File: src/shared/cmpctl_params.svh
// register map, field positions, reset values and widths of the comparator control block
`ifndef CMPCTL_PARAMS_SVH
`define CMPCTL_PARAMS_SVH

// ==========================================================================
// register offsets (byte addresses)
`define CMPCTL_ADDR_W       8
`define CMPCTL_OFS_CTRL_ONE 8'h00
`define CMPCTL_OFS_CTRL_TWO 8'h04
`define CMPCTL_OFS_SHARED   8'h08
`define CMPCTL_OFS_INT_STAT 8'h0c
`define CMPCTL_OFS_INT_MASK 8'h10
`define CMPCTL_OFS_TIMER    8'h14
`define CMPCTL_OFS_ANA_SEL  8'h18
`define CMPCTL_OFS_PORT     8'h1c

// ==========================================================================
// per-comparator control register fields
`define CMPCTL_CTRL_ON      7
`define CMPCTL_CTRL_OUT     6
`define CMPCTL_CTRL_OE      5
`define CMPCTL_CTRL_POL     4
`define CMPCTL_CTRL_SPEED   3
`define CMPCTL_CTRL_NINV    2
`define CMPCTL_CTRL_CH_HI   1
`define CMPCTL_CTRL_CH_LO   0

// ==========================================================================
// shared register fields, comparator one is index 0
`define CMPCTL_SH_MIRROR    7
`define CMPCTL_SH_RSEL      5
`define CMPCTL_SH_HYS       3
`define CMPCTL_SH_SYNC      1

// ==========================================================================
// timer register fields
`define CMPCTL_TMR_PRE_LO   16
`define CMPCTL_TMR_PRE_HI   17

// ==========================================================================
// reset values
`define CMPCTL_CTRL_RST     7'h00
`define CMPCTL_SHARED_RST   6'h00
`define CMPCTL_ZERO8        8'h00
`define CMPCTL_ZERO32       32'h0000_0000

`endif

File: src/shared/cmpctl_pkg.sv
// types shared by the comparator control block
package cmpctl_pkg;

	// ==========================================================================
	// software-held control of one comparator (output bit not stored)
	typedef struct packed {
		logic       on;
		logic       oe;
		logic       pol;
		logic       speed;
		logic       noninv_input_sel;
		logic [1:0] channel;
	} cmpctl_ctrl_t;

	// ==========================================================================
	// settings driven to one analog comparator
	typedef struct packed {
		logic       on;
		logic       speed;
		logic       noninv_input_sel;
		logic [1:0] channel;
		logic       fixed_ref_sel;
		logic       hysteresis_en;
	} cmpctl_ana_t;

endpackage

File: src/core/cmpctl_chan.sv
// one comparator output path: synchroniser, timer latch, polarity and mismatch edge
`timescale 1ns/10ps
`default_nettype none

module cmpctl_chan (
	// clock and reset
	input  wire logic i_clk,
	input  wire logic i_rst_n,
	// analog side
	input  wire logic i_raw,
	// configuration
	input  wire logic i_on,
	input  wire logic i_pol,
	input  wire logic i_sync_mode,
	input  wire logic i_tick,
	// software access to own control register
	input  wire logic i_clr_mismatch,
	// results
	output logic      o_out,
	output logic      o_event
);

	// ==========================================================================
	// state
	logic meta_r, sync_r, latch_r, mism_r, out_r, event_r, diff_r;
	logic latch_nxt, mism_nxt, out_nxt, event_nxt, diff_nxt, src, diff;

	always_comb begin
		src       = i_sync_mode ? latch_r : sync_r;
		latch_nxt = i_tick ? sync_r : latch_r;
		// off comparator shows its polarity level, so latches can be preset
		out_nxt   = (i_on & src) ^ i_pol;
		diff      = out_r != mism_r;
		diff_nxt  = diff;
		event_nxt = diff & ~diff_r;
		mism_nxt  = i_clr_mismatch ? out_r : mism_r;
	end

	always_ff @(posedge i_clk or negedge i_rst_n) begin
		if (!i_rst_n) begin
			meta_r  <= 1'b0;
			sync_r  <= 1'b0;
			latch_r <= 1'b0;
			mism_r  <= 1'b0;
			out_r   <= 1'b0;
			event_r <= 1'b0;
			diff_r  <= 1'b0;
		end else begin
			meta_r  <= i_raw;
			sync_r  <= meta_r;
			latch_r <= latch_nxt;
			mism_r  <= mism_nxt;
			out_r   <= out_nxt;
			event_r <= event_nxt;
			diff_r  <= diff_nxt;
		end
	end

	assign o_out   = out_r;
	assign o_event = event_r;

endmodule

`default_nettype wire

File: src/core/cmpctl_top.sv
// comparator control and status block with apb register slave
//
// The APB register port and the register offsets were chosen for this implementation.
`timescale 1ns/10ps
`default_nettype none
`include "cmpctl_params.svh"

module cmpctl_top
	import cmpctl_pkg::*;
#(
	parameter int TIMER_W = 16,
	parameter int PORT_W  = 8
) (
	// clock and reset
	input  wire logic                      i_clk,
	input  wire logic                      i_rst_n,
	// apb slave
	input  wire logic                      i_psel,
	input  wire logic                      i_penable,
	input  wire logic                      i_pwrite,
	input  wire logic [`CMPCTL_ADDR_W-1:0] i_paddr,
	input  wire logic [31:0]               i_pwdata,
	output logic      [31:0]               o_prdata,
	output logic                           o_pready,
	output logic                           o_pslverr,
	// analog comparators
	input  wire logic [1:0]                i_cmp_raw,
	output cmpctl_ana_t [1:0]              o_ana,
	// timer clock pin and port pins
	input  wire logic                      i_timer_one_clock,
	input  wire logic [PORT_W-1:0]         i_port_pins,
	output logic                           o_timer_inc,
	// interrupt
	output logic                           o_irq
);

	// ==========================================================================
	// reset release
	logic rst_meta_r, rst_n;

	always_ff @(posedge i_clk or negedge i_rst_n) begin
		if (!i_rst_n) begin
			rst_meta_r <= 1'b0;
			rst_n      <= 1'b0;
		end else begin
			rst_meta_r <= 1'b1;
			rst_n      <= rst_meta_r;
		end
	end

	// ==========================================================================
	// timer clock edge, prescaler and count
	logic                tclk_meta_r, tclk_sync_r, tclk_prev_r, tick_r, tick_nxt;
	logic [2:0]          pre_cnt_r, pre_cnt_nxt, pre_lim;
	logic [1:0]          pre_sel_r;
	logic [TIMER_W-1:0]  tcount_r, tcount_nxt;

	always_comb begin
		pre_lim     = 3'((4'h1 << pre_sel_r) - 4'h1);
		pre_cnt_nxt = pre_cnt_r;
		tick_nxt    = 1'b0;
		if (tclk_sync_r && !tclk_prev_r) begin
			if (pre_cnt_r >= pre_lim) begin
				pre_cnt_nxt = 3'h0;
				tick_nxt    = 1'b1;
			end else begin
				pre_cnt_nxt = pre_cnt_r + 3'h1;
			end
		end
		tcount_nxt = tick_r ? tcount_r + 1'b1 : tcount_r;
	end

	always_ff @(posedge i_clk or negedge rst_n) begin
		if (!rst_n) begin
			tclk_meta_r <= 1'b0;
			tclk_sync_r <= 1'b0;
			tclk_prev_r <= 1'b0;
			pre_cnt_r   <= 3'h0;
			tick_r      <= 1'b0;
			tcount_r    <= '0;
		end else begin
			tclk_meta_r <= i_timer_one_clock;
			tclk_sync_r <= tclk_meta_r;
			tclk_prev_r <= tclk_sync_r;
			pre_cnt_r   <= pre_cnt_nxt;
			tick_r      <= tick_nxt;
			tcount_r    <= tcount_nxt;
		end
	end

	assign o_timer_inc = tick_r;

	// ==========================================================================
	// port pins
	logic [PORT_W-1:0] port_meta_r, port_sync_r;

	always_ff @(posedge i_clk or negedge rst_n) begin
		if (!rst_n) begin
			port_meta_r <= '0;
			port_sync_r <= '0;
		end else begin
			port_meta_r <= i_port_pins;
			port_sync_r <= port_meta_r;
		end
	end

	// ==========================================================================
	// comparator channels
	cmpctl_ctrl_t [1:0] ctrl_r, ctrl_nxt;
	logic [5:0]         shared_r, shared_nxt;
	logic [1:0]         cmp_out, cmp_evt, clr_mism;
	cmpctl_ana_t [1:0]  ana_nxt;

	genvar gi;
	generate
		for (gi = 0; gi < 2; gi++) begin : g_chan
			cmpctl_chan u_chan (
				.i_clk          (i_clk),
				.i_rst_n        (rst_n),
				.i_raw          (i_cmp_raw[gi]),
				.i_on           (ctrl_r[gi].on),
				.i_pol          (ctrl_r[gi].pol),
				.i_sync_mode    (shared_r[`CMPCTL_SH_SYNC-gi]),
				.i_tick         (tick_r),
				.i_clr_mismatch (clr_mism[gi]),
				.o_out          (cmp_out[gi]),
				.o_event        (cmp_evt[gi])
			);
			always_comb begin
				ana_nxt[gi].on               = ctrl_r[gi].on;
				ana_nxt[gi].speed            = ctrl_r[gi].speed;
				ana_nxt[gi].noninv_input_sel = ctrl_r[gi].noninv_input_sel;
				ana_nxt[gi].channel          = ctrl_r[gi].channel;
				ana_nxt[gi].fixed_ref_sel    = shared_r[`CMPCTL_SH_RSEL-gi];
				ana_nxt[gi].hysteresis_en    = shared_r[`CMPCTL_SH_HYS-gi];
			end
		end
	endgenerate

	// ==========================================================================
	// apb registers
	logic              pready_r, pready_nxt, pslverr_r, pslverr_nxt;
	logic [31:0]       prdata_r, prdata_nxt, rdata;
	logic [1:0]        stat_r, stat_nxt, mask_r, mask_nxt, pre_sel_nxt;
	logic [PORT_W-1:0] ana_sel_r, ana_sel_nxt;
	logic              irq_r, irq_nxt, done, rd_done, wr_done, hit;
	cmpctl_ana_t [1:0] ana_r;

	always_comb begin
		rdata = `CMPCTL_ZERO32;
		hit   = 1'b1;
		unique case (i_paddr)
			`CMPCTL_OFS_CTRL_ONE: rdata[7:0] = {ctrl_r[0].on, cmp_out[0], ctrl_r[0].oe,
				ctrl_r[0].pol, ctrl_r[0].speed, ctrl_r[0].noninv_input_sel, ctrl_r[0].channel};
			`CMPCTL_OFS_CTRL_TWO: rdata[7:0] = {ctrl_r[1].on, cmp_out[1], ctrl_r[1].oe,
				ctrl_r[1].pol, ctrl_r[1].speed, ctrl_r[1].noninv_input_sel, ctrl_r[1].channel};
			`CMPCTL_OFS_SHARED:   rdata[7:0] = {cmp_out[0], cmp_out[1], shared_r};
			`CMPCTL_OFS_INT_STAT: rdata[1:0] = stat_r;
			`CMPCTL_OFS_INT_MASK: rdata[1:0] = mask_r;
			`CMPCTL_OFS_TIMER:    rdata      = {14'h0000, pre_sel_r, 16'(tcount_r)};
			`CMPCTL_OFS_ANA_SEL:  rdata[PORT_W-1:0] = ana_sel_r;
			`CMPCTL_OFS_PORT:     rdata[PORT_W-1:0] = port_sync_r & ~ana_sel_r;
			default:              hit = 1'b0;
		endcase
	end

	always_comb begin
		// one wait cycle: ready rises in the second access cycle
		pready_nxt  = i_psel & i_penable & ~pready_r;
		pslverr_nxt = pready_nxt & ~hit;
		prdata_nxt  = (pready_nxt && !i_pwrite) ? rdata : `CMPCTL_ZERO32;
		done        = i_psel & i_penable & pready_r;
		rd_done     = done & ~i_pwrite;
		wr_done     = done & i_pwrite;
		ctrl_nxt    = ctrl_r;
		shared_nxt  = shared_r;
		mask_nxt    = mask_r;
		pre_sel_nxt = pre_sel_r;
		ana_sel_nxt = ana_sel_r;
		// any access to a control register also clears its mismatch
		clr_mism[0] = done && i_paddr == `CMPCTL_OFS_CTRL_ONE;
		clr_mism[1] = done && i_paddr == `CMPCTL_OFS_CTRL_TWO;
		if (wr_done) begin
			unique case (i_paddr)
				`CMPCTL_OFS_CTRL_ONE: ctrl_nxt[0] = {i_pwdata[7], i_pwdata[5:0]};
				`CMPCTL_OFS_CTRL_TWO: ctrl_nxt[1] = {i_pwdata[7], i_pwdata[5:0]};
				`CMPCTL_OFS_SHARED:   shared_nxt  = i_pwdata[5:0];
				`CMPCTL_OFS_INT_MASK: mask_nxt    = i_pwdata[1:0];
				`CMPCTL_OFS_TIMER:    pre_sel_nxt = i_pwdata[`CMPCTL_TMR_PRE_HI:`CMPCTL_TMR_PRE_LO];
				`CMPCTL_OFS_ANA_SEL:  ana_sel_nxt = i_pwdata[PORT_W-1:0];
				default:              ;
			endcase
		end
		// read clears, a new event in the same cycle wins
		stat_nxt = ((rd_done && i_paddr == `CMPCTL_OFS_INT_STAT) ? 2'b00 : stat_r)
			| cmp_evt;
		irq_nxt  = |(stat_nxt & mask_nxt);
	end

	always_ff @(posedge i_clk or negedge rst_n) begin
		if (!rst_n) begin
			pready_r  <= 1'b0;
			pslverr_r <= 1'b0;
			prdata_r  <= `CMPCTL_ZERO32;
			ctrl_r    <= {2{`CMPCTL_CTRL_RST}};
			shared_r  <= `CMPCTL_SHARED_RST;
			stat_r    <= 2'b00;
			mask_r    <= 2'b00;
			pre_sel_r <= 2'b00;
			ana_sel_r <= '0;
			irq_r     <= 1'b0;
			ana_r     <= '0;
		end else begin
			pready_r  <= pready_nxt;
			pslverr_r <= pslverr_nxt;
			prdata_r  <= prdata_nxt;
			ctrl_r    <= ctrl_nxt;
			shared_r  <= shared_nxt;
			stat_r    <= stat_nxt;
			mask_r    <= mask_nxt;
			pre_sel_r <= pre_sel_nxt;
			ana_sel_r <= ana_sel_nxt;
			irq_r     <= irq_nxt;
			ana_r     <= ana_nxt;
		end
	end

	assign o_pready  = pready_r;
	assign o_pslverr = pslverr_r;
	assign o_prdata  = prdata_r;
	assign o_irq     = irq_r;
	assign o_ana     = ana_r;

endmodule

`default_nettype wire

File: config.mk
export PLATFORM = sky130hd
export DESIGN_NAME = cmpctl_top
export DESIGN_NICKNAME = d
export VERILOG_FILES = /design/src/shared/cmpctl_pkg.sv /design/src/core/cmpctl_chan.sv /design/src/core/cmpctl_top.sv
export VERILOG_INCLUDE_DIRS = /design/src /design/src/shared
export SDC_FILE = /design/constraint.sdc
export NUM_CORES = 1
export LEC_CHECK = 0
export BUFFER_PORTS_ARGS = -buffer_cell sky130_fd_sc_hd__buf_2
export CAP_MARGIN = 5
export CORE_MARGIN = 1
export CORE_UTILIZATION = 46
export CTS_BUF_LIST = sky130_fd_sc_hd__clkbuf_4 sky130_fd_sc_hd__clkbuf_8 sky130_fd_sc_hd__clkbuf_16
export DETAILED_ROUTE_END_ITERATION = 10
export PLACE_DENSITY = 0.69
export SYNTH_ARGS = -nofsm -noshare
export SYNTH_HDL_FRONTEND = slang
export SYNTH_SLANG_ARGS = --single-unit
export TNS_END_PERCENT = 50
File: constraint.sdc
create_clock -name i_clk -period 4.9 [get_ports i_clk]
set_input_delay 1.225 -clock i_clk [delete_from_list [all_inputs] [get_ports i_clk]]
set_output_delay 1.225 -clock i_clk [all_outputs]
set_load 0.02 [all_outputs]
==> reports/qor.yml, run 1 <==
synth.yosys.warnings: 0
core_um2: 10400
netlist_instances: 361
layout-area-overhead-vs-synth_pct: 21.3
numCtsBuffers: 17
avgRoutedWirePerCell_um: 16.7
power_switching_share: 0.224
detailed_place_hpwl_mm: 6.69
layout_common_cells: "sky130_fd_sc_hd__dfrtp_1, sky130_fd_sc_hd__buf_2, sky130_fd_sc_hd__mux2_2"
via_per_inst: 5.30
std_cell_rows: 37
combinational_cell_fraction_of_total_power: 0.049
starting_density_of_the_core: 0.477
cp_data_required_time_ns: 3.67
type_of_element_capturing_the_critical_path: "primary output"
synthFlopType: "sky130_fd_sc_hd__dfrtp_1"
setup-tns-final_ns: 0
final_layout_size_suffix_gt1_frac: 0.346
p_per_area_nw_per_um2: 419
die_h_um: 106
finish.net_count: 505
leakage_nw: 3.01
grt_antenna_before_repair: 0
finish.instance_area_um2: 6030
first_iter_violations: 107
timing.final.hold_violations: 0
max-cap-violations: 0
detail_route_antenna_nets: 0
largest_net_degree_at_the_start_of_global_routing: 90
min_path_type: "flip-flop to flip-flop"
count_of_vias_placed_by_the_detailed_router: 3141
cp-start-kind: "flip-flop"
htree_levels: 4
synthesis.area_per_instance_um2: 13.8
antenna_cells: 0
clock.fmax_ghz: 0.394
period_minus_slack_ns: 2.54
setup.worst_path.class: "flip-flop to primary output"
synthArstFlopShare: 1.00
netSwitchingPower_uw: 567
pin_count: 106
result_of_the_run: "completed"
final_max_slew_viol_count: 0
cts_tree: "built"
grt_pass1_vias: 3214
postCtsSetupRepairBufs: 0
postCtsResizedCells: 0
critical_path_buffers_and_inverters: 1
ys_seq_elements: 124
overflow: 0
cp_cell_sequence: "buf_2"
synthesis.area_um2: 4970
globalplace.congestion: 0.842
cts_clock_pin_slew_for_the_worst_setup_and_hold_paths_ns: 0.06
cts.path.max_buffers: 2
first_pass_iters: 4
fp.dieArea_um2: 11200
groute.usage.overall: 0.198
timing.critical_path.max_delay_family: "flip-flops"
clk_latency_ns: 0.52
layout_commonest_cell: "sky130_fd_sc_hd__dfrtp_1"
yosysSeqAreaShare: 0.624
root_buffer: "sky130_fd_sc_hd__clkbuf_8"
worst_hold_slack_ns: 0.341
number_of_i_o_port_buffers: 69
grt_setup_unrepaired: "no"
final_clock_skew_ns: 0.0104
dpl-instance-area_um2: 5410
p_clk_frac: 0.506
worst_path_largest_cell_delay_ns: 0.56
setup_viol: 0
routed_wirelength_mm: 9.92
crit_path_max_fanout: 9
drc_errors: 0
vdd_drop_max_v: 0.000251
sequentialPowerShare: 0.445
critical_path.slowest_cell: "sky130_fd_sc_hd__dfrtp_1"
cts.sinks: 124
min_period_over_period: 0.518
postCtsHoldBufs: 0
post_synth_edffs: 0
synth.lib_cells_used.distinct: 57
die_width_um: 106
internal_power_mw: 1.96
grt_first_pass_wirelength_mm: 16.3
worst-endpoint-arrival_ns: 1.31
tightestPinTransition_ns: 1.11
timing.slew.headroom: 0.263
## cell families (layout without fill, tap and decap cells)
family,count (synthesis),in the layout,synth area share
and+or+nand+nor,97,97,0.126
other,2,15,0.00151
xor gates and xnor gates,19,19,0.0335
AOI/OAI and AO/OA,42,42,0.0614
muxes,46,46,0.107
adders and majority gates,5,5,0.0126
DFF,124,124,0.624
buffers and inverters,26,109,0.0340
## final cells by class
cell class | instances | area [µm²]
Clock buffer | 22 | 483
Clock inverter | 10 | 136
Fill cell | 851 | 4380
Inverter | 5 | 18.8
Multi-Input combinational cell | 224 | 1750
Sequential cell | 124 | 3110
Tap cell | 136 | 170
Timing Repair Buffer | 72 | 368
## worst reg2reg max path, delay by kind of cell, from the launching register on
kind / cells / cell delay [ns]
AOI/OAI and AO/OA: 3 / 0.78
and+or+nand+nor: 2 / 0.44
DFF: 1 / 0.40
adders and majority gates: 1 / 0.27
## synth_stat cells, types with 2 or more instances
cell,n,area (µm²)
sky130_fd_sc_hd__a22oi_1,6,45.0
sky130_fd_sc_hd__nor3_1,2,10.0
sky130_fd_sc_hd__nor2b_1,9,56.3
sky130_fd_sc_hd__o2bb2ai_1,3,26.3
sky130_fd_sc_hd__nand4b_1,2,17.5
sky130_fd_sc_hd__a21o_1,4,30.0
sky130_fd_sc_hd__nand2_1,20,75.1
sky130_fd_sc_hd__inv_1,5,18.8
sky130_fd_sc_hd__xor2_1,5,43.8
sky130_fd_sc_hd__mux2i_1,5,50.1
sky130_fd_sc_hd__nand2b_1,4,25.0
sky130_fd_sc_hd__xnor2_1,14,123
sky130_fd_sc_hd__a211oi_1,3,22.5
sky130_fd_sc_hd__nand4_1,4,25.0
sky130_fd_sc_hd__a222oi_1,2,20.0
sky130_fd_sc_hd__and4_1,3,26.3
sky130_fd_sc_hd__nor3_2,2,20.0
sky130_fd_sc_hd__nor3b_1,3,22.5
sky130_fd_sc_hd__and3_1,3,18.8
sky130_fd_sc_hd__nor2_1,8,30.0
sky130_fd_sc_hd__o211ai_1,2,15.0
sky130_fd_sc_hd__nand3_1,7,35.0
sky130_fd_sc_hd__and2_1,10,62.6
sky130_fd_sc_hd__mux2_2,35,394
sky130_fd_sc_hd__nor2_4,3,33.8
sky130_fd_sc_hd__o211a_1,2,20.0
sky130_fd_sc_hd__buf_4,16,120
sky130_fd_sc_hd__ha_1,5,62.6
sky130_fd_sc_hd__mux2_1,4,45.0
sky130_fd_sc_hd__nand3b_1,3,22.5
sky130_fd_sc_hd__o22ai_1,3,18.8
sky130_fd_sc_hd__a22o_1,2,17.5
sky130_fd_sc_hd__conb_1,2,7.51
sky130_fd_sc_hd__a21oi_1,8,40.0
sky130_fd_sc_hd__o21ai_0,2,10.0
sky130_fd_sc_hd__dfrtp_1,124,3100
sky130_fd_sc_hd__buf_2,3,15.0
sky130_fd_sc_hd__mux4_2,2,45.0
sky130_fd_sc_hd__or2_2,3,18.8
## worst paths after layout
kind / cells past startpoint / startpoint / to / slack (ns)
hold reg to reg: 0 / port_meta_r[2]$_DFF_PN0_ / port_sync_r[2]$_DFF_PN0_ / 0.34
setup reg to reg: 6 / pre_sel_r[1]$_DFFE_PN0P_ / pre_cnt_r[2]$_DFFE_PN0P_ / 2.95
hold / removal: 0 / port_meta_r[2]$_DFF_PN0_ / port_sync_r[2]$_DFF_PN0_ / 0.34
setup / recovery: 1 / o_timer_inc$_DFF_PN0_ / o_timer_inc / 2.36
min in group asynchronous: 1 / i_rst_n / rst_n$_DFF_PN0_ / 0.47
max in group asynchronous: 1 / rst_n$_DFF_PN0_ / port_meta_r[7]$_DFF_PN0_ / 3.34
## state kept, by name, summed over array words and instances, names as in the netlist, 3 cells and up
| name | cells |
|---|---|
| pre_cnt_r | 3 |
| ctrl_r | 4 |
| ana_nxt | 10 |
| o_prdata | 18 |
| o_ana | 14 |
| port_sync_r | 8 |
| shared_r | 6 |
| port_meta_r | 8 |
| tcount_r | 16 |
| ana_sel_r | 8 |
## through the flow
stage	instances	setup slack, ns	power, mW	utilization
global route	593	2.28	2.62	0.579
detailed placement	561	1.96	1.27	0.520
global placement	561	1.97	1.26	0.520
CTS	593	2.33	2.56	0.579
floorplan	374	1.19	1.22	-
finish	593	2.36	2.53	0.579
## power groups by stage
stage	combinational (mW)	clock, mW	sequential [mW]
6_report	0.124	1.28	1.13
5_1_grt	0.137	1.35	1.13
4_1_cts	0.126	1.30	1.13
3_5_place_dp	0.125	0	1.14
3_3_place_gp	0.120	0	1.14
2_1_floorplan	0.0906	0	1.13
## layer usage
metal  track usage  wire [µm]  vias to the layer above
li1              -          -                     1426
met1         0.260       4550                     1592
met2         0.299       4580                      105
met3        0.0674        596                       18
met4        0.0833        199                        0
met5             0          0                        -
No activity file was read; power rests on OpenSTA's default activity.
==> run 2, diff against run 1 <==
--- a/config.mk
+++ b/config.mk
@@ -12,7 +12,7 @@
 export CORE_UTILIZATION = 46
 export CTS_BUF_LIST = sky130_fd_sc_hd__clkbuf_4 sky130_fd_sc_hd__clkbuf_8 sky130_fd_sc_hd__clkbuf_16
 export DETAILED_ROUTE_END_ITERATION = 10
-export PLACE_DENSITY = 0.69
+export PLACE_DENSITY = 0.72
 export SYNTH_ARGS = -nofsm -noshare
 export SYNTH_HDL_FRONTEND = slang
 export SYNTH_SLANG_ARGS = --single-unit
==> constraint.sdc (replaced) <==
create_clock -name i_clk -period 2.2 [get_ports i_clk]
set_input_delay 0.55 -clock i_clk [delete_from_list [all_inputs] [get_ports i_clk]]
set_output_delay 0.55 -clock i_clk [all_outputs]
set_load 0.02 [all_outputs]
==> reports/qor.yml, run 2 (synthesis gave the netlist of run 1 again) <==
starting_density_of_the_core: 0.477  # unchanged
numCtsBuffers: 17  # unchanged
detail_route_antenna_nets: 0  # unchanged
min_period_over_period: 0.905
tightestPinTransition_ns: 0.630  # -0.475 ns
antenna_cells: 0  # unchanged
clk_latency_ns: 0.52  # about the same
timing.critical_path.max_delay_family: "compound AO/OA/AOI/OAI gates"
count_of_vias_placed_by_the_detailed_router: 3131  # -0.32%
htree_levels: 4  # unchanged
postCtsSetupRepairBufs: 0  # unchanged
p_clk_frac: 0.512  # +0.006
final_clock_skew_ns: 0.00818  # -0.00221 ns
avgRoutedWirePerCell_um: 16.7  # about the same
worst-endpoint-arrival_ns: 2.45  # +1.14 ns
first_pass_iters: 5  # +1
detailed_place_hpwl_mm: 6.92  # +3.4%
crit_path_max_fanout: 4  # -5
number_of_i_o_port_buffers: 69  # unchanged
cts.sinks: 124  # unchanged
setup.worst_path.class: "flip-flop to flip-flop"
vdd_drop_max_v: 0.000741  # +200%
period_minus_slack_ns: 1.99
min_path_type: "input pin to flip-flop"
finish.net_count: 521  # +3.2%
cp_data_required_time_ns: 2.66  # -1.01 ns
leakage_nw: 3.10  # +3.3%
netSwitchingPower_mw: 1.30  # +130%
layout-area-overhead-vs-synth_pct: 24.6
die_h_um: 106  # unchanged
setup-tns-final_ns: 0  # unchanged
combinational_cell_fraction_of_total_power: 0.057  # +0.008
post_place_cells: 576  # +2.7%
grt_antenna_before_repair: 0  # unchanged
layout_common_cells: "sky130_fd_sc_hd__dfrtp_1, sky130_fd_sc_hd__buf_2, sky130_fd_sc_hd__mux2_2"
p_per_area_nw_per_um2: 927  # +120%
routed_wirelength_mm: 10.2  # +2.7%
final_layout_size_suffix_gt1_frac: 0.366  # +0.0200
critical_path_buffers_and_inverters: 0  # -1
cts_tree: "built"
cp_cell_sequence: "or2_2 > ha_1 > nand2b_1 > a21o_1 > a2111oi_0 > a221o_1"
layout_commonest_cell: "sky130_fd_sc_hd__dfrtp_1"
clock.fmax_ghz: 0.502
groute.usage.overall: 0.204  # +0.00676
pin_count: 106  # unchanged
largest_net_degree_at_the_start_of_global_routing: 123  # +37%
fp.dieArea_um2: 11200  # unchanged
timing.slew.headroom: 0.580  # +0.317
std_cell_rows: 37  # unchanged
worst_path_largest_cell_delay_ns: 0.43  # -0.13 ns
overflow: 0  # unchanged
final_max_slew_viol_count: 0  # unchanged
globalplace.congestion: 0.834  # -1.0%
core_um2: 10400  # unchanged
root_buffer: "sky130_fd_sc_hd__clkbuf_8"
timing.final.hold_violations: 0  # unchanged
grt_setup_unrepaired: "no"
setup_viol: 0  # unchanged
via_per_inst: 5.14  # -2.9%
worst_hold_slack_ns: 0.129  # -0.213 ns
grt_pass1_vias: 3196  # -0.56%
cp-start-kind: "flip-flop"
die_width_um: 106  # unchanged
grt_first_pass_wirelength_mm: 16.7  # +2.5%
drc_errors: 0  # unchanged
internal_power_mw: 4.44  # +130%
type_of_element_capturing_the_critical_path: "flip-flop"
finish.cell_count_without_fillers: 609  # +2.7%
power_switching_share: 0.226  # +0.00208
critical_path.slowest_cell: "sky130_fd_sc_hd__a2111oi_0"
cts.path.max_buffers: 2  # unchanged
result_of_the_run: "completed"
cts_clock_pin_slew_for_the_worst_setup_and_hold_paths_ns: 0.06  # about the same
max-cap-violations: 0  # unchanged
largest_reg_flops: 18  # unchanged
first_iter_violations: 214  # +100%
sequentialPowerShare: 0.431  # -0.014
postCtsResizedCells: 0  # unchanged
==> run 2: power groups by stage <==
| stage | sequential, mW | clock (mW) | combinational [mW] |
|---|---|---|---|
| floorplan | 2.52 | 0 | 0.202 |
| global placement | 2.51 | 0 | 0.313 |
| detailed placement | 2.51 | 0 | 0.323 |
| CTS | 2.47 | 2.99 | 0.330 |
| global route | 2.48 | 3.10 | 0.366 |
| finish | 2.47 | 2.94 | 0.328 |
==> run 2: final timing paths <==
| path | start | endpoint | slack, ns | cells after the start |
|---|---|---|---|---|
| worst max-delay path | pre_sel_r[1]$_DFFE_PN0P_ | pre_cnt_r[2]$_DFFE_PN0P_ | 0.21 | 6 |
| max in group asynchronous | rst_n$_DFF_PN0_ | pre_cnt_r[0]$_DFFE_PN0P_ | 1.31 | 1 |
| min in group asynchronous | i_rst_n | rst_n$_DFF_PN0_ | 0.34 | 2 |
| worst min register to register | port_meta_r[1]$_DFF_PN0_ | port_sync_r[1]$_DFF_PN0_ | 0.35 | 0 |
| worst min-delay path | i_port_pins[3] | port_meta_r[3]$_DFF_PN0_ | 0.13 | 1 |
| worst max register to register | pre_sel_r[1]$_DFFE_PN0P_ | pre_cnt_r[2]$_DFFE_PN0P_ | 0.21 | 6 |
==> run 2: final cells by class <==
type                    count  area (µm²)
flip-flops and latches    124        3110
repair buffers             88         515
clock inverters            12         185
inverters                   5        18.8
well taps                 136         170
multi-input cells         224        1750
fillers                   856        4220
clock buffers              20         449
==> run 2: stage by stage <==
step	power [mW]	util	cell area, µm²	setup WS, ns
detailed placement	2.84	0.533	5550	0.167
floorplan	2.72	-	5020	0.133
global placement	2.82	0.533	5550	0.180
global route	5.95	0.595	6200	0.174
finish	5.74	0.595	6200	0.209
CTS	5.79	0.595	6200	0.239
==> run 2: repair_timing <==
action                                  CTS  global route
endpoints found under the setup margin    0             0
hold buffers                              1             0
endpoints found under the hold margin     2             0
==> run 2: layer usage <==
layer / wire (µm) / global-route usage / part of all wire
met5: 0 / 0 / 0
met2: 4760 / 0.306 / 0.47
met3: 602 / 0.0730 / 0.059
met4: 201 / 0.0794 / 0.020
met1: 4630 / 0.273 / 0.45
==> run 3, diff against run 2 <==
--- a/config.mk
+++ b/config.mk
@@ -12,7 +12,7 @@
 export CORE_UTILIZATION = 46
 export CTS_BUF_LIST = sky130_fd_sc_hd__clkbuf_4 sky130_fd_sc_hd__clkbuf_8 sky130_fd_sc_hd__clkbuf_16
 export DETAILED_ROUTE_END_ITERATION = 10
-export PLACE_DENSITY = 0.72
+export PLACE_DENSITY_LB_ADDON = 0.08
 export SYNTH_ARGS = -nofsm -noshare
 export SYNTH_HDL_FRONTEND = slang
 export SYNTH_SLANG_ARGS = --single-unit
==> reports/qor.yml, run 3 (synthesis gave the netlist of run 1 again) <==
result_of_the_run: "completed"
vdd_drop_max_v: 0.000474  # -36%
count_of_vias_placed_by_the_detailed_router: 3095  # -1.1%
routed_wirelength_mm: 10.0  # -1.5%
htree_levels: 4  # unchanged
r2r_setup_slack_ns: 0.23  # +0.02 ns
period_minus_slack_ns: 1.97  # -0.0244 ns
grt_first_pass_wirelength_mm: 16.6  # -0.71%
via_per_inst: 5.11  # -0.66%
globalplace.congestion: 0.822  # -1.4%
largest_net_degree_at_the_start_of_global_routing: 44  # -64%
leakage_nw: 3.05  # -1.8%
die_width_um: 106  # unchanged
setup.worst_path.start: "pre_sel_r[1]$_DFFE_PN0P_"
clk_latency_ns: 0.51  # about the same
largest_reg_flops: 18  # unchanged
final_clock_skew_ns: 0.00665  # -0.00153 ns
die_h_um: 106  # unchanged
std_cell_rows: 37  # unchanged
groute.usage.overall: 0.200  # -0.00450
cts.path.max_buffers: 2  # unchanged
drc_errors: 0  # unchanged
cts_tree: "built"
cp_data_required_time_ns: 2.65  # about the same
setup_viol: 0  # unchanged
number_of_i_o_port_buffers: 69  # unchanged
layout_common_cells: "sky130_fd_sc_hd__dfrtp_1, sky130_fd_sc_hd__buf_2, sky130_fd_sc_hd__mux2_2"
grt_setup_unrepaired: "no"
setup.worst_path.class: "flip-flop to flip-flop"
crit_path_max_fanout: 4  # unchanged
nFillCells: 890  # +4.0%
worst-endpoint-arrival_ns: 2.41  # -0.04 ns
layout-area-overhead-vs-synth_pct: 22.0
grt_antenna_before_repair: 0  # unchanged
finish.net_count: 519  # -0.38%
tightestPinTransition_ns: 0.616  # -0.0140 ns
max-cap-violations: 0  # unchanged
antenna_cells: 0  # unchanged
avgRoutedWirePerCell_um: 16.6  # -0.98%
final_layout_size_suffix_gt1_frac: 0.362  # -0.00405
p_per_area_nw_per_um2: 860  # -7.2%
detailed_place_hpwl_mm: 7.03  # +1.6%
min_period_over_period: 0.894  # -0.0111
core_um2: 10400  # unchanged
timing.slew.headroom: 0.590  # +0.00930
grt_pass1_vias: 3142  # -1.7%
endpoint: "pre_cnt_r[2]$_DFFE_PN0P_"
multi_input_comb_area_um2: 1750  # unchanged
type_of_element_capturing_the_critical_path: "flip-flop"
worstReg2RegStart: "pre_sel_r[1]$_DFFE_PN0P_"
detail_route_antenna_nets: 0  # unchanged
cts.sinks: 124  # unchanged
timing.final.hold_violations: 0  # unchanged
fp.dieArea_um2: 11200  # unchanged
setup_ws_ns: 0.233  # +0.0244 ns
layout_commonest_cell: "sky130_fd_sc_hd__dfrtp_1"
root_buffer: "sky130_fd_sc_hd__clkbuf_8"
first_iter_violations: 220  # +2.8%
postCtsResizedCells: 0  # unchanged
clock.fmax_ghz: 0.508  # +1.2%
cts_clock_pin_slew_for_the_worst_setup_and_hold_paths_ns: 0.06  # about the same
seq_area_um2: 3110  # unchanged
overflow: 0  # unchanged
reg2reg_depth: 6  # unchanged
reg2reg_to: "pre_cnt_r[2]$_DFFE_PN0P_"
first_pass_iters: 4  # -1
setup-tns-final_ns: 0  # unchanged
numCtsBuffers: 17  # unchanged
pin_count: 106  # unchanged
pre_cts_ws_ns: 0.0688  # -0.0984 ns
starting_density_of_the_core: 0.477  # unchanged
min_path_type: "input pin to flip-flop"
final_max_slew_viol_count: 0  # unchanged
cp-start-kind: "flip-flop"
## run 3: cell types whose count changed in the layout (fill, tap and decap cells not counted), sizes merged
cell / delta
bufinv: -4
buf: -2
inv: -3
clkinv: +2
clkbuf: +3
clkinvlp: +1
## run 3: layout make-up
cell class              count  area share
clock buffers              23      0.0787
flip-flops and latches    124       0.512
multi-input cells         224       0.288
inverters                   5     0.00309
clock inverters             8     0.00742
well taps                 136      0.0280
repair buffers             86      0.0825
## run 3: layer usage
layer,vias to the layer above,global-route usage,wire [µm]
met1,1554,0.265,4700
li1,1443,-,-
met5,-,0,0
met2,86,0.315,4780
met4,0,0.0843,142
met3,12,0.0478,422
## run 3: repair_timing
| action | in CTS | in global routing |
|---|---|---|
| buffers inserted | 0 | 0 |
| endpoints found under the hold margin | 2 | 0 |
| hold buffers | 1 | 0 |
## run 3: where the power goes
| group | switching [mW] | internal, mW | total (mW) |
|---|---|---|---|
| Sequential | 0.110 | 2.38 | 2.49 |
| Combinational | 0.172 | 0.142 | 0.314 |
| Clock | 0.927 | 1.49 | 2.41 |
## run 3: worst max-delay path, cell delays in order (launching register included)
cell	delay [ns]
sky130_fd_sc_hd__dfrtp_1	0.39
sky130_fd_sc_hd__or2_2	0.30
sky130_fd_sc_hd__ha_1	0.26
sky130_fd_sc_hd__nand2b_1	0.14
sky130_fd_sc_hd__a21o_1	0.20
sky130_fd_sc_hd__a2111oi_0	0.44
sky130_fd_sc_hd__a221o_1	0.17
## run 3: metrics by stage
stage | cell area (µm²) | power [mW] | util | cells | hold WS, ns
after detailed placement | 5540 | 2.84 | 0.532 | 574 | 0.336
after global placement | 5540 | 2.83 | 0.532 | 574 | 0.332
after global routing | 6070 | 5.42 | 0.583 | 606 | 0.117
after CTS | 6070 | 5.27 | 0.583 | 606 | 0.118
after floorplan | 5020 | 2.72 | - | 374 | 0.254
final | 6070 | 5.22 | 0.583 | 606 | 0.142
## run 3: how the worst min path moves through the flow
stage	to	from	slack [ns]	cells after the start
finish	g_chan[0].u_chan.meta_r$_DFF_PN0_	i_cmp_raw[0]	0.14	1
global route	g_chan[1].u_chan.meta_r$_DFF_PN0_	i_cmp_raw[1]	0.12	1
global placement	g_chan[1].u_chan.sync_r$_DFF_PN0_	g_chan[1].u_chan.meta_r$_DFF_PN0_	0.33	0
CTS	port_meta_r[4]$_DFF_PN0_	i_port_pins[4]	0.12	1
floorplan	rst_meta_r$_DFF_PN0_	i_rst_n	0.25	0
detailed placement	rst_meta_r$_DFF_PN0_	i_rst_n	0.34	1
